File: config.mk
export PLATFORM = sky130hd
export DESIGN_NAME = gate_drv_host
export DESIGN_NICKNAME = d
export VERILOG_FILES = /design/src/gate_drv_host.v /design/src/pin_filter.v
export VERILOG_INCLUDE_DIRS = /design/src
export SDC_FILE = /design/constraint.sdc
export NUM_CORES = 1
export LEC_CHECK = 0
export ABC_AREA = 1
export BUFFER_PORTS_ARGS = -buffer_cell sky130_fd_sc_hd__buf_2
export CAP_MARGIN = 20
export CELL_PAD_IN_SITES_DETAIL_PLACEMENT = 2
export CELL_PAD_IN_SITES_GLOBAL_PLACEMENT = 2
export CORE_ASPECT_RATIO = 0.9
export CORE_MARGIN = 3
export CORE_UTILIZATION = 36
export DETAILED_ROUTE_END_ITERATION = 16
export GPL_TIMING_DRIVEN = 0
export PLACE_DENSITY = 0.83
export SLEW_MARGIN = 20
export SYNTH_ARGS = -nofsm -noshare
export SYNTH_HDL_FRONTEND = slang
export SYNTH_HIERARCHICAL = 1
export SYNTH_SLANG_ARGS = --single-unit
File: constraint.sdc
create_clock -name clk_in -period 2.75 [get_ports clk_in]
set_clock_uncertainty 0.1 [all_clocks]
set_input_delay 0.4125 -clock clk_in [delete_from_list [all_inputs] [get_ports clk_in]]
set_output_delay 0.4125 -clock clk_in [all_outputs]
set_load 0.05 [all_outputs]
File: src/gate_ctrl_map.vh
// Purpose: constants for the gate driver host controller
// Assumes: 100 MHz clock, 10 ns period
// Notes: times in ns, counts derived by rounding up
`ifndef GATE_CTRL_MAP_VH
`define GATE_CTRL_MAP_VH
`define CLK_PERIOD_NS 10
`define DEGLITCH_TIME_NS 40
`define FAULT_MUTE_TIME_NS 1000
`define RESET_FILTER_TIME_NS 1000
`define RESET_MARGIN_NS 200
`define MUTE_CYCLES ((`FAULT_MUTE_TIME_NS + `CLK_PERIOD_NS - 1) / `CLK_PERIOD_NS)
`define FILTER_CYCLES ((`RESET_FILTER_TIME_NS + `RESET_MARGIN_NS + `CLK_PERIOD_NS - 1) / `CLK_PERIOD_NS)
`define DEGLITCH_CYCLES ((`DEGLITCH_TIME_NS + `CLK_PERIOD_NS - 1) / `CLK_PERIOD_NS)
`define CNT_W 16
`endif

File: src/gate_drv_host.v
// Purpose: host controller driving a gate driver's pwm and reset/enable pins
// Assumes: fault and power-good pins are open drain with pullups, sampled synchronously
// Notes: issues a timed reset pulse on clear_fault_in after a fault, or follows pwm in auto mode
//
// Summary of operation
// - gate works only while reset/enable high; host drives it high to run.
// - host holds reset/enable low reset filter time plus margin after mute time.
// - in auto reset with inverting pwm, host feeds reset/enable the inverse of in_neg_out.
// - in auto reset, a pwm off period shorter than reset filter time plus margin sets pwm_short_out.
`timescale 1ns/1ns
`default_nettype none
`include "gate_ctrl_map.vh"
module gate_drv_host (
  // clock, reset, enable
  input wire clk_in,
  input wire rst_in,
  input wire ce_in,
  // user side
  input wire run_in,
  input wire pwm_in,
  input wire auto_reset_in,
  input wire invert_mode_in,
  input wire clear_fault_in,
  output reg fault_out,
  output reg ready_out,
  output reg busy_out,
  output reg pwm_short_out,
  // device pins
  input wire fault_flag_n_in,
  input wire power_good_in,
  output reg in_pos_out,
  output reg in_neg_out,
  output reg rst_en_out
);
  localparam [3:0] S_OFF = 4'h1;
  localparam [3:0] S_RUN = 4'h2;
  localparam [3:0] S_MUTE = 4'h4;
  localparam [3:0] S_HOLD = 4'h8;
  localparam [`CNT_W-1:0] MUTE_N = `MUTE_CYCLES;
  localparam [`CNT_W-1:0] FILT_N = `FILTER_CYCLES;
  localparam [7:0] DG_N = `DEGLITCH_CYCLES;

  reg [3:0] state_q, state_d;
  reg [`CNT_W-1:0] cnt_q, cnt_d;
  reg [`CNT_W-1:0] off_q;
  reg [1:0] req_q;
  wire flt_lvl;
  wire rdy_lvl;
  wire fault_seen;
  wire pwm_pos;
  wire rst_manual;
  wire pwm_rise;
  reg in_pos_d;
  reg in_neg_d;
  reg rst_en_d;

  // qualified pin levels
  pin_filter #(.STABLE_CYCLES(DG_N)) u_flt (
    .clk_in(clk_in),
    .rst_in(rst_in),
    .ce_in(ce_in),
    .rst_val_in(1'b0),
    .pin_in(~fault_flag_n_in),
    .level_out(flt_lvl)
  );
  pin_filter #(.STABLE_CYCLES(DG_N)) u_rdy (
    .clk_in(clk_in),
    .rst_in(rst_in),
    .ce_in(ce_in),
    .rst_val_in(1'b0),
    .pin_in(power_good_in),
    .level_out(rdy_lvl)
  );
  assign fault_seen = flt_lvl;

  // drive polarity of the pwm pin
  function pwm_sel;
    input inv;
    input p;
    begin
      pwm_sel = inv ? ~p : p;
    end
  endfunction
  assign pwm_pos = pwm_in;
  assign pwm_rise = pwm_pos & ~req_q[0];

  // state is inside the reset pulse
  function in_seq;
    input [3:0] s;
    begin
      in_seq = (s == S_MUTE) || (s == S_HOLD);
    end
  endfunction

  // manual reset sequencer
  always @* begin
    state_d = state_q;
    cnt_d = cnt_q;
    case (state_q)
      S_OFF: begin
        if (run_in) begin
          state_d = S_RUN;
        end
      end
      S_RUN: begin
        if (!run_in) begin
          state_d = S_OFF;
        end else if (fault_seen && !auto_reset_in && clear_fault_in) begin
          state_d = S_MUTE; // wait out mute time first
          cnt_d = {`CNT_W{1'b0}};
        end
      end
      S_MUTE: begin
        if (cnt_q >= MUTE_N - 1'b1) begin
          state_d = S_HOLD;
          cnt_d = {`CNT_W{1'b0}};
        end else begin
          cnt_d = cnt_q + 1'b1;
        end
      end
      S_HOLD: begin
        if (cnt_q >= FILT_N - 1'b1) begin
          state_d = run_in ? S_RUN : S_OFF; // held past filter time
          cnt_d = {`CNT_W{1'b0}};
        end else begin
          cnt_d = cnt_q + 1'b1;
        end
      end
      default: begin
        state_d = S_OFF;
        cnt_d = {`CNT_W{1'b0}};
      end
    endcase
  end

  // busy follows the next state so it lines up with the enable pin
  assign rst_manual = in_seq(state_d);

  // next pin levels
  always @* begin
    in_pos_d = 1'b0;
    in_neg_d = 1'b0;
    rst_en_d = 1'b0;
    // pwm pins: never both high
    if (invert_mode_in) begin
      in_neg_d = run_in ? pwm_sel(1'b1, pwm_pos) : 1'b1;
    end else begin
      in_pos_d = run_in & pwm_pos;
    end
    // reset/enable pin
    if (state_d == S_OFF || in_seq(state_d)) begin
      rst_en_d = 1'b0; // low disables and resets
    end else if (auto_reset_in) begin
      rst_en_d = pwm_pos; // follow pwm_in uninverted in both modes, the inverse of in_neg_out in inverting mode
    end else begin
      rst_en_d = 1'b1; // high to operate
    end
  end

  // registered outputs

  always @(posedge clk_in) begin
    if (rst_in) begin
      state_q <= S_OFF;
      cnt_q <= {`CNT_W{1'b0}};
      off_q <= {`CNT_W{1'b0}};
      req_q <= 2'b00;
      in_pos_out <= 1'b0;
      in_neg_out <= 1'b0;
      rst_en_out <= 1'b0; // disabled from reset
      fault_out <= 1'b0;
      ready_out <= 1'b0;
      busy_out <= 1'b0;
      pwm_short_out <= 1'b0;
    end else if (ce_in) begin
      state_q <= state_d;
      cnt_q <= cnt_d;
      req_q <= {req_q[0], pwm_pos};
      in_pos_out <= in_pos_d;
      in_neg_out <= in_neg_d;
      rst_en_out <= rst_en_d;
      // off period check for auto reset
      if (pwm_pos) begin
        off_q <= {`CNT_W{1'b0}};
      end else if (off_q != {`CNT_W{1'b1}}) begin
        off_q <= off_q + 1'b1;
      end
      if (auto_reset_in && pwm_rise) begin
        pwm_short_out <= (off_q < FILT_N); // off time too short
      end
      fault_out <= fault_seen; // follows the filtered fault pin each cycle
      ready_out <= rdy_lvl; // low in undervoltage
      busy_out <= rst_manual;
    end
  end
  // deglitching is device side; host pulses are held far longer
endmodule // gate_drv_host
`default_nettype wire

File: src/pin_filter.v
// Purpose: qualify a slow input pin (no synchroniser stages)
// Assumes: input synchronous to clk_in
// Notes: level changes only after staying stable for the given cycles
`timescale 1ns/1ns
`default_nettype none
module pin_filter #(
  parameter [7:0] STABLE_CYCLES = 8'h04
) (
  // clock and control
  input wire clk_in,
  input wire rst_in,
  input wire ce_in,
  input wire rst_val_in,
  // pin
  input wire pin_in,
  output reg level_out
);
  reg [7:0] cnt_q;
  always @(posedge clk_in) begin
    if (rst_in) begin
      cnt_q <= 8'h00;
      level_out <= rst_val_in;
    end else if (ce_in) begin
      if (pin_in == level_out) begin
        cnt_q <= 8'h00;
      end else if (cnt_q >= STABLE_CYCLES - 8'h01) begin
        cnt_q <= 8'h00;
        level_out <= pin_in;
      end else begin
        cnt_q <= cnt_q + 8'h01;
      end
    end
  end
endmodule // pin_filter
`default_nettype wire

==> flow_summary.json, run 1 <==
{
  "synthMuxAreaShare": 0,
  "status": "complete, no violations",
  "hold_path.class": "in2reg",
  "finalWirelength_mm": 9.48,
  "grtUsageMet2": 0.365,
  "grt.overflow.total": 0,
  "synth-adder-area-share": 0.0164,
  "fmax_mhz": 498,
  "crit_top_cell": "nand2_1",
  "fin_tns_setup_ns": 0,
  "maxSlewViolCount": 0,
  "syn_area_per_cell_um2": 6.76,
  "design.core.area_um2": 8150,
  "area_growth_pct": 14.5,
  "cp_slowest_cell": "dfxtp_1",
  "synth.distinct_cells": 34,
  "antenna_left": 0,
  "setup_viol": 0,
  "drc": 0,
  "final_core_utilization": 0.428,
  "synth.top_cells.by_count": "nand2_1, nor2_1, dfxtp_1",
  "synth_flop_cell": "dfxtp_1",
  "wl_per_cell_um": 16.3,
  "synth_top_area_cell": "dfxtp_1",
  "fin_crit_ns": 2.01,
  "grt_max_degree": 16,
  "busiest_layer": "met2",
  "dr_total_vias": 2984,
  "worst_ep_arrival_time_ns": 2.18,
  "synth_area_leaders": "dfxtp_1, nand2_1, nor2_1, inv_1, nand3_1",
  "die_height_um": 93.3,
  "yosysMostFrequentCell": "nand2_1",
  "synthXorXnorAreaFrac": 0.0172,
  "clkLatencyLatePin_ns": 0.34,
  "cts_buffer_depth": 2,
  "crit_chain": "ha_1 -> nand2_1 -> inv_1 -> nand2_1 -> nor2_1 -> nand4_1 -> nand2_1 -> nand2_1 -> nor2_1",
  "cp-end-kind": "register",
  "period_share": 0.730,
  "power-per-cell-area_nw_per_um2": 595,
  "ir_drop_uv": 252,
  "io_buffers": 16,
  "startpoint_type": "register",
  "criticalPathCategory": "reg2reg",
  "hpwl_mm": 6.68,
  "initial_core_util": 0.374,
  "antenna_found_initial": 0,
  "diodes": 0,
  "cts-root-buf": "clkbuf_8",
  "grt_pass1_vias": 3226,
  "die_area_um2": 9600,
  "async_flop_share": 0,
  "synth_top_area_frac": 0.394,
  "required_ns": 2.92,
  "cp_max_fo": 6,
  "path_clk_slew_ns": 0.07,
  "cts_made_buffers": 9,
  "seq_area_frac_synth": 0.414,
  "syn_inst": 451,
  "nFillCells": 991,
  "hold_violations": 0,
  "yosys_warnings": 6,
  "synthSimpleGateAreaFrac": 0.366,
  "synth-edff-count": 2,
  "pin_count": 17,
  "gp_congestion": 0.802,
  "p_leak_uw": 0.00153,
  "drt-initial-drc-count": 72,
  "rsz0062_at_grt": "no",
  "grt_pass1_wl_mm": 15.9,
  "synth-seq-cells": 62,
  "worstMarginPinSlew_ns": 0.654,
  "slew_headroom": 0.564,
  "drv_cap": 0,
  "syn_area_um2": 3050,
  "cts_setup_buffers": 0,
  "row_count": 31,
  "synth_compound_area_frac": 0.0969,
  "viasPerCell": 5.12,
  "post_cts_resized": 0,
  "slowest_delay_ns": 0.48,
  "dr.pass1.iters": 4,
  "layout-drive-gt1-share": 0.114,
  "grtUsageMet1": 0.269,
  "clock-sinks": 62,
  "holdBufCountCts": 0,
  "use_met3": 0.0492,
  "h-tree-depth": 3,
  "synth_top_family_by_area": "simple AND/OR/NAND/NOR gates",
  "fp.dieW_um": 103,
  "nets": 493,
  "track_usage": 0.213,
  "tritoncts": "yes"
}
## stage by stage
step           total power [µW]  cells  cell area, µm²  worst slack, ns  hold slack [ns]
2_1_floorplan              1080    452            3050             1.16            0.317
3_3_place_gp               1140    567            3250            0.543            0.326
3_5_place_dp               1150    567            3250            0.525            0.334
4_1_cts                    2100    583            3490            0.724            0.227
5_1_grt                    2180    583            3490            0.486            0.243
6_report                   2070    583            3490            0.742            0.237
## layer usage
metal / part of all wire / up-vias
met1: 0.46 / 1450
met4: 0.012 / 0
met3: 0.035 / 12
met5: 0 / -
li1: - / 1481
met2: 0.50 / 41
## layout make-up
cell class	instances	area (µm²)	share of cell area
multi-input combinational	326	1520	0.436
sequential	62	1260	0.362
inverter	55	206	0.0592
clock buffer	11	151	0.0434
tap	99	124	0.0355
clock inverter	5	81.3	0.0233
timing repair buffer	16	80.1	0.0230
buffer	9	61.3	0.0176
## layout by cell type (no fill, tap or decap), types with 3 or more instances in the layout
| cell | synthesis | final |
|---|---|---|
| a21oi_2 | 5 | 5 |
| o21ai_0 | 19 | 19 |
| inv_2 | 5 | 5 |
| buf_2 | 0 | 16 |
| nand2_1 | 112 | 112 |
| o21ai_1 | 3 | 3 |
| dfxtp_1 | 60 | 60 |
| nand3_1 | 31 | 31 |
| xor2_1 | 4 | 4 |
| nor2_1 | 91 | 91 |
| clkbuf_8 | 0 | 11 |
| nand2_2 | 3 | 3 |
| a21oi_1 | 19 | 19 |
| ha_1 | 4 | 4 |
| nand4_1 | 8 | 8 |
| inv_1 | 50 | 50 |
| clkbuf_1 | 5 | 5 |
| nor3_1 | 10 | 10 |
## sequential cells by signal (all words and copies together) (netlist names), 4 cells and up
name,count
cnt_q,16
off_q,16
state_q,4
u_flt/cnt_q,8
u_rdy/cnt_q,8
## critical path, delay by kind of cell, from the launching register on
kind	cells	cell delay [ns]
adders and majority gates	1	0.22
DFF	1	0.48
buffers and inverters	1	0.08
and+or+nand+nor	7	1.06
## cell families after synthesis
kind of cell,count (synthesis)
adders and majority gates,4
AOI/OAI and AO/OA,52
other,1
and+or+nand+nor,262
DFF,62
xor gates and xnor gates,6
buffers and inverters,64
## worst paths after layout
kind	startpoint	endpoint	slack, ns	cells after the start
hold reg to reg	u_flt/cnt_q[5]	u_flt/cnt_q[5]	0.34	2
hold / removal	ce_in	u_flt/cnt_q[2]	0.24	2
setup / recovery	off_q[0]	off_q[10]	0.74	9
setup reg to reg	off_q[0]	off_q[10]	0.74	9
## power by group
group          leakage [µW]  switching, µW  internal, µW  total [µW]
logic              0.000913            136          52.0         188
clock network      0.000116            384           560         944
registers          0.000507           17.6           924         942
total               0.00153            538          1540        2070
No activity file was read; power rests on OpenSTA's default activity.
==> run 2: changes to the inputs <==
--- a/config.mk
+++ b/config.mk
@@ -13,10 +13,10 @@
 export CELL_PAD_IN_SITES_GLOBAL_PLACEMENT = 2
 export CORE_ASPECT_RATIO = 0.9
 export CORE_MARGIN = 3
-export CORE_UTILIZATION = 36
+export CORE_UTILIZATION = 31
 export DETAILED_ROUTE_END_ITERATION = 16
 export GPL_TIMING_DRIVEN = 0
-export PLACE_DENSITY = 0.83
+export PLACE_DENSITY = 0.76
 export SLEW_MARGIN = 20
 export SYNTH_ARGS = -nofsm -noshare
 export SYNTH_HDL_FRONTEND = slang
==> constraint.sdc (replaced) <==
create_clock -name clk_in -period 1.84 [get_ports clk_in]
set_clock_uncertainty 0.1 [all_clocks]
set_input_delay 0.276 -clock clk_in [delete_from_list [all_inputs] [get_ports clk_in]]
set_output_delay 0.276 -clock clk_in [all_outputs]
set_load 0.05 [all_outputs]
==> run 2 against run 1 <==
  * Critical path depth down 2
  * Total power increased by 48%
  * Routed wire length shrank 5.4%
  * Critical path type unchanged
  * Critical endpoint is now off_q[4]
==> flow_summary.json, run 2 (synthesized netlist as in run 1, its figures left out) <==
{
  "worstMarginPinSlew_ns": 0.624,
  "area_growth_pct": 17.5,
  "h-tree-depth": 3,
  "grt_pass1_vias": 3170,
  "dr_total_vias": 2936,
  "crit_top_cell": "nand2_1",
  "final_cell_mix": "nand2_1, nor2_1, dfxtp_1",
  "power-per-cell-area_nw_per_um2": 861,
  "status": "complete, no violations",
  "drv_cap": 0,
  "dpl_cell_area_um2": 3280,
  "placed_cells": 590,
  "fp.dieW_um": 111,
  "viasPerCell": 4.82,
  "layout_commonest_cell": "nand2_1",
  "die_height_um": 100,
  "required_ns": 2.01,
  "crit_chain": "nand2_1 -> nor3_2 -> nand4_4 -> nand2_4 -> buf_12 -> nand2_1 -> a21oi_2",
  "diodes": 0,
  "cp-end-kind": "register",
  "hpwl_mm": 6.60,
  "rsz0062_at_grt": "no",
  "critical_path_buf_inv_count": 1,
  "row_count": 33,
  "finalWirelength_mm": 8.97,
  "nets": 496,
  "fin_cells": 609,
  "criticalPathCategory": "reg2reg",
  "path_depth": 7,
  "cts_made_buffers": 9,
  "wl_per_cell_um": 14.7,
  "p_int_uw": 2310,
  "final_core_utilization": 0.383,
  "antenna_found_initial": 0,
  "grt_max_degree": 16,
  "path_clk_slew_ns": 0.08,
  "maxSlewViolCount": 0,
  "hold_path.class": "in2reg",
  "startpoint_type": "register",
  "power_uw": 3080,
  "min_path_cells": 2,
  "worst_ep_arrival_time_ns": 1.90,
  "period_share": 0.944,
  "fin_crit_ns": 1.74,
  "dr.pass1.iters": 4,
  "worstReg2RegStart": "off_q[13]",
  "crit_end": "off_q[4]",
  "clockPowerShare": 0.450,
  "initial_core_util": 0.326,
  "clock-sinks": 62,
  "stdcell_area_um2": 3580,
  "drt-initial-drc-count": 105,
  "comb_power_share": 0.094,
  "die_area_um2": 11100,
  "dr_wl_met3_um": 212,
  "p_leak_uw": 0.00155,
  "slew_headroom": 0.584,
  "cp_max_fo": 10,
  "slowest_delay_ns": 0.43,
  "wl_met1_mm": 4.29,
  "tritoncts": "yes",
  "rr_worst_depth": 7,
  "io_buffers": 16,
  "hold_violations": 0,
  "setup_viol": 0,
  "design.core.area_um2": 9330,
  "layout-drive-gt1-share": 0.140,
  "antenna_left": 0,
  "grt_pass1_wl_mm": 15.4,
  "cts-root-buf": "clkbuf_8",
  "crit_family": "simple AND/OR/NAND/NOR gates",
  "r2r_slack_ns": 0.10,
  "track_usage": 0.171,
  "cts_buffer_depth": 2,
  "switching_share": 0.251,
  "grt.overflow.total": 0,
  "cp_slowest_cell": "dfxtp_1",
  "seqPwrFrac": 0.457,
  "dr_wl_met2_mm": 4.44,
  "setup.worst_path.start": "off_q[13]",
  "ir_drop_uv": 361,
  "p_switching_uw": 774,
  "gp_congestion": 0.749,
  "fmax_mhz": 576,
  "pin_count": 17,
  "reg_top3": "cnt_q: 16 flops, off_q: 16 flops",
  "drc": 0,
  "r2r-end": "off_q[4]",
  "top_layer_used": "met4",
  "clkLatencyLatePin_ns": 0.34
}
## run 2: worst min-delay path by stage
stage / from / endpoint
detailed placement: u_flt/cnt_q[4] / u_flt/cnt_q[4]
floorplan: ce_in / u_flt/cnt_q[2]
finish: ce_in / u_rdy/cnt_q[2]
global placement: cnt_q[14] / cnt_q[14]
CTS: ce_in / u_rdy/cnt_q[2]
global route: ce_in / u_rdy/cnt_q[2]
## run 2: power by group through the flow
stage               clock [µW]  combinational, µW  sequential [µW]
global placement             0                270             1430
finish                    1390                288             1410
floorplan                    0                158             1460
global route              1490                327             1410
CTS                       1430                284             1410
detailed placement           0                279             1440
## run 2: timing repair
action,4_1_cts,5_1_grt
gates resized for setup,5,11
pin swaps,0,4
endpoints found under the hold margin,0,0
setup buffers,0,3
setup endpoints to repair,18,23
hold buffers,0,0
## run 2: per-layer routing
| metal | vias up | GRT usage |
|---|---|---|
| li1 | 1482 | - |
| met1 | 1430 | 0.212 |
| met2 | 22 | 0.307 |
| met3 | 2 | 0.0422 |
| met4 | 0 | 0.0313 |
| met5 | - | 0 |
## run 2: stage by stage
stage / hold slack (ns) / worst slack (ns) / TNS, ns
floorplan: 0.248 / 0.252 / 0
global placement: 0.326 / -0.269 / -2.12
detailed placement: 0.333 / -0.233 / -2.14
CTS: 0.0955 / 0.000909 / 0
global route: 0.115 / 0.00499 / 0
finish: 0.103 / 0.104 / 0
## run 2: area by class of cell
cell class / count / area, µm²
fill: 1162 / 5750
multi-input combinational: 326 / 1560
sequential: 62 / 1270
inverter: 55 / 206
clock buffer: 13 / 159
tap: 122 / 153
timing repair buffer: 19 / 103
clock inverter: 3 / 67.6
buffer: 9 / 61.3
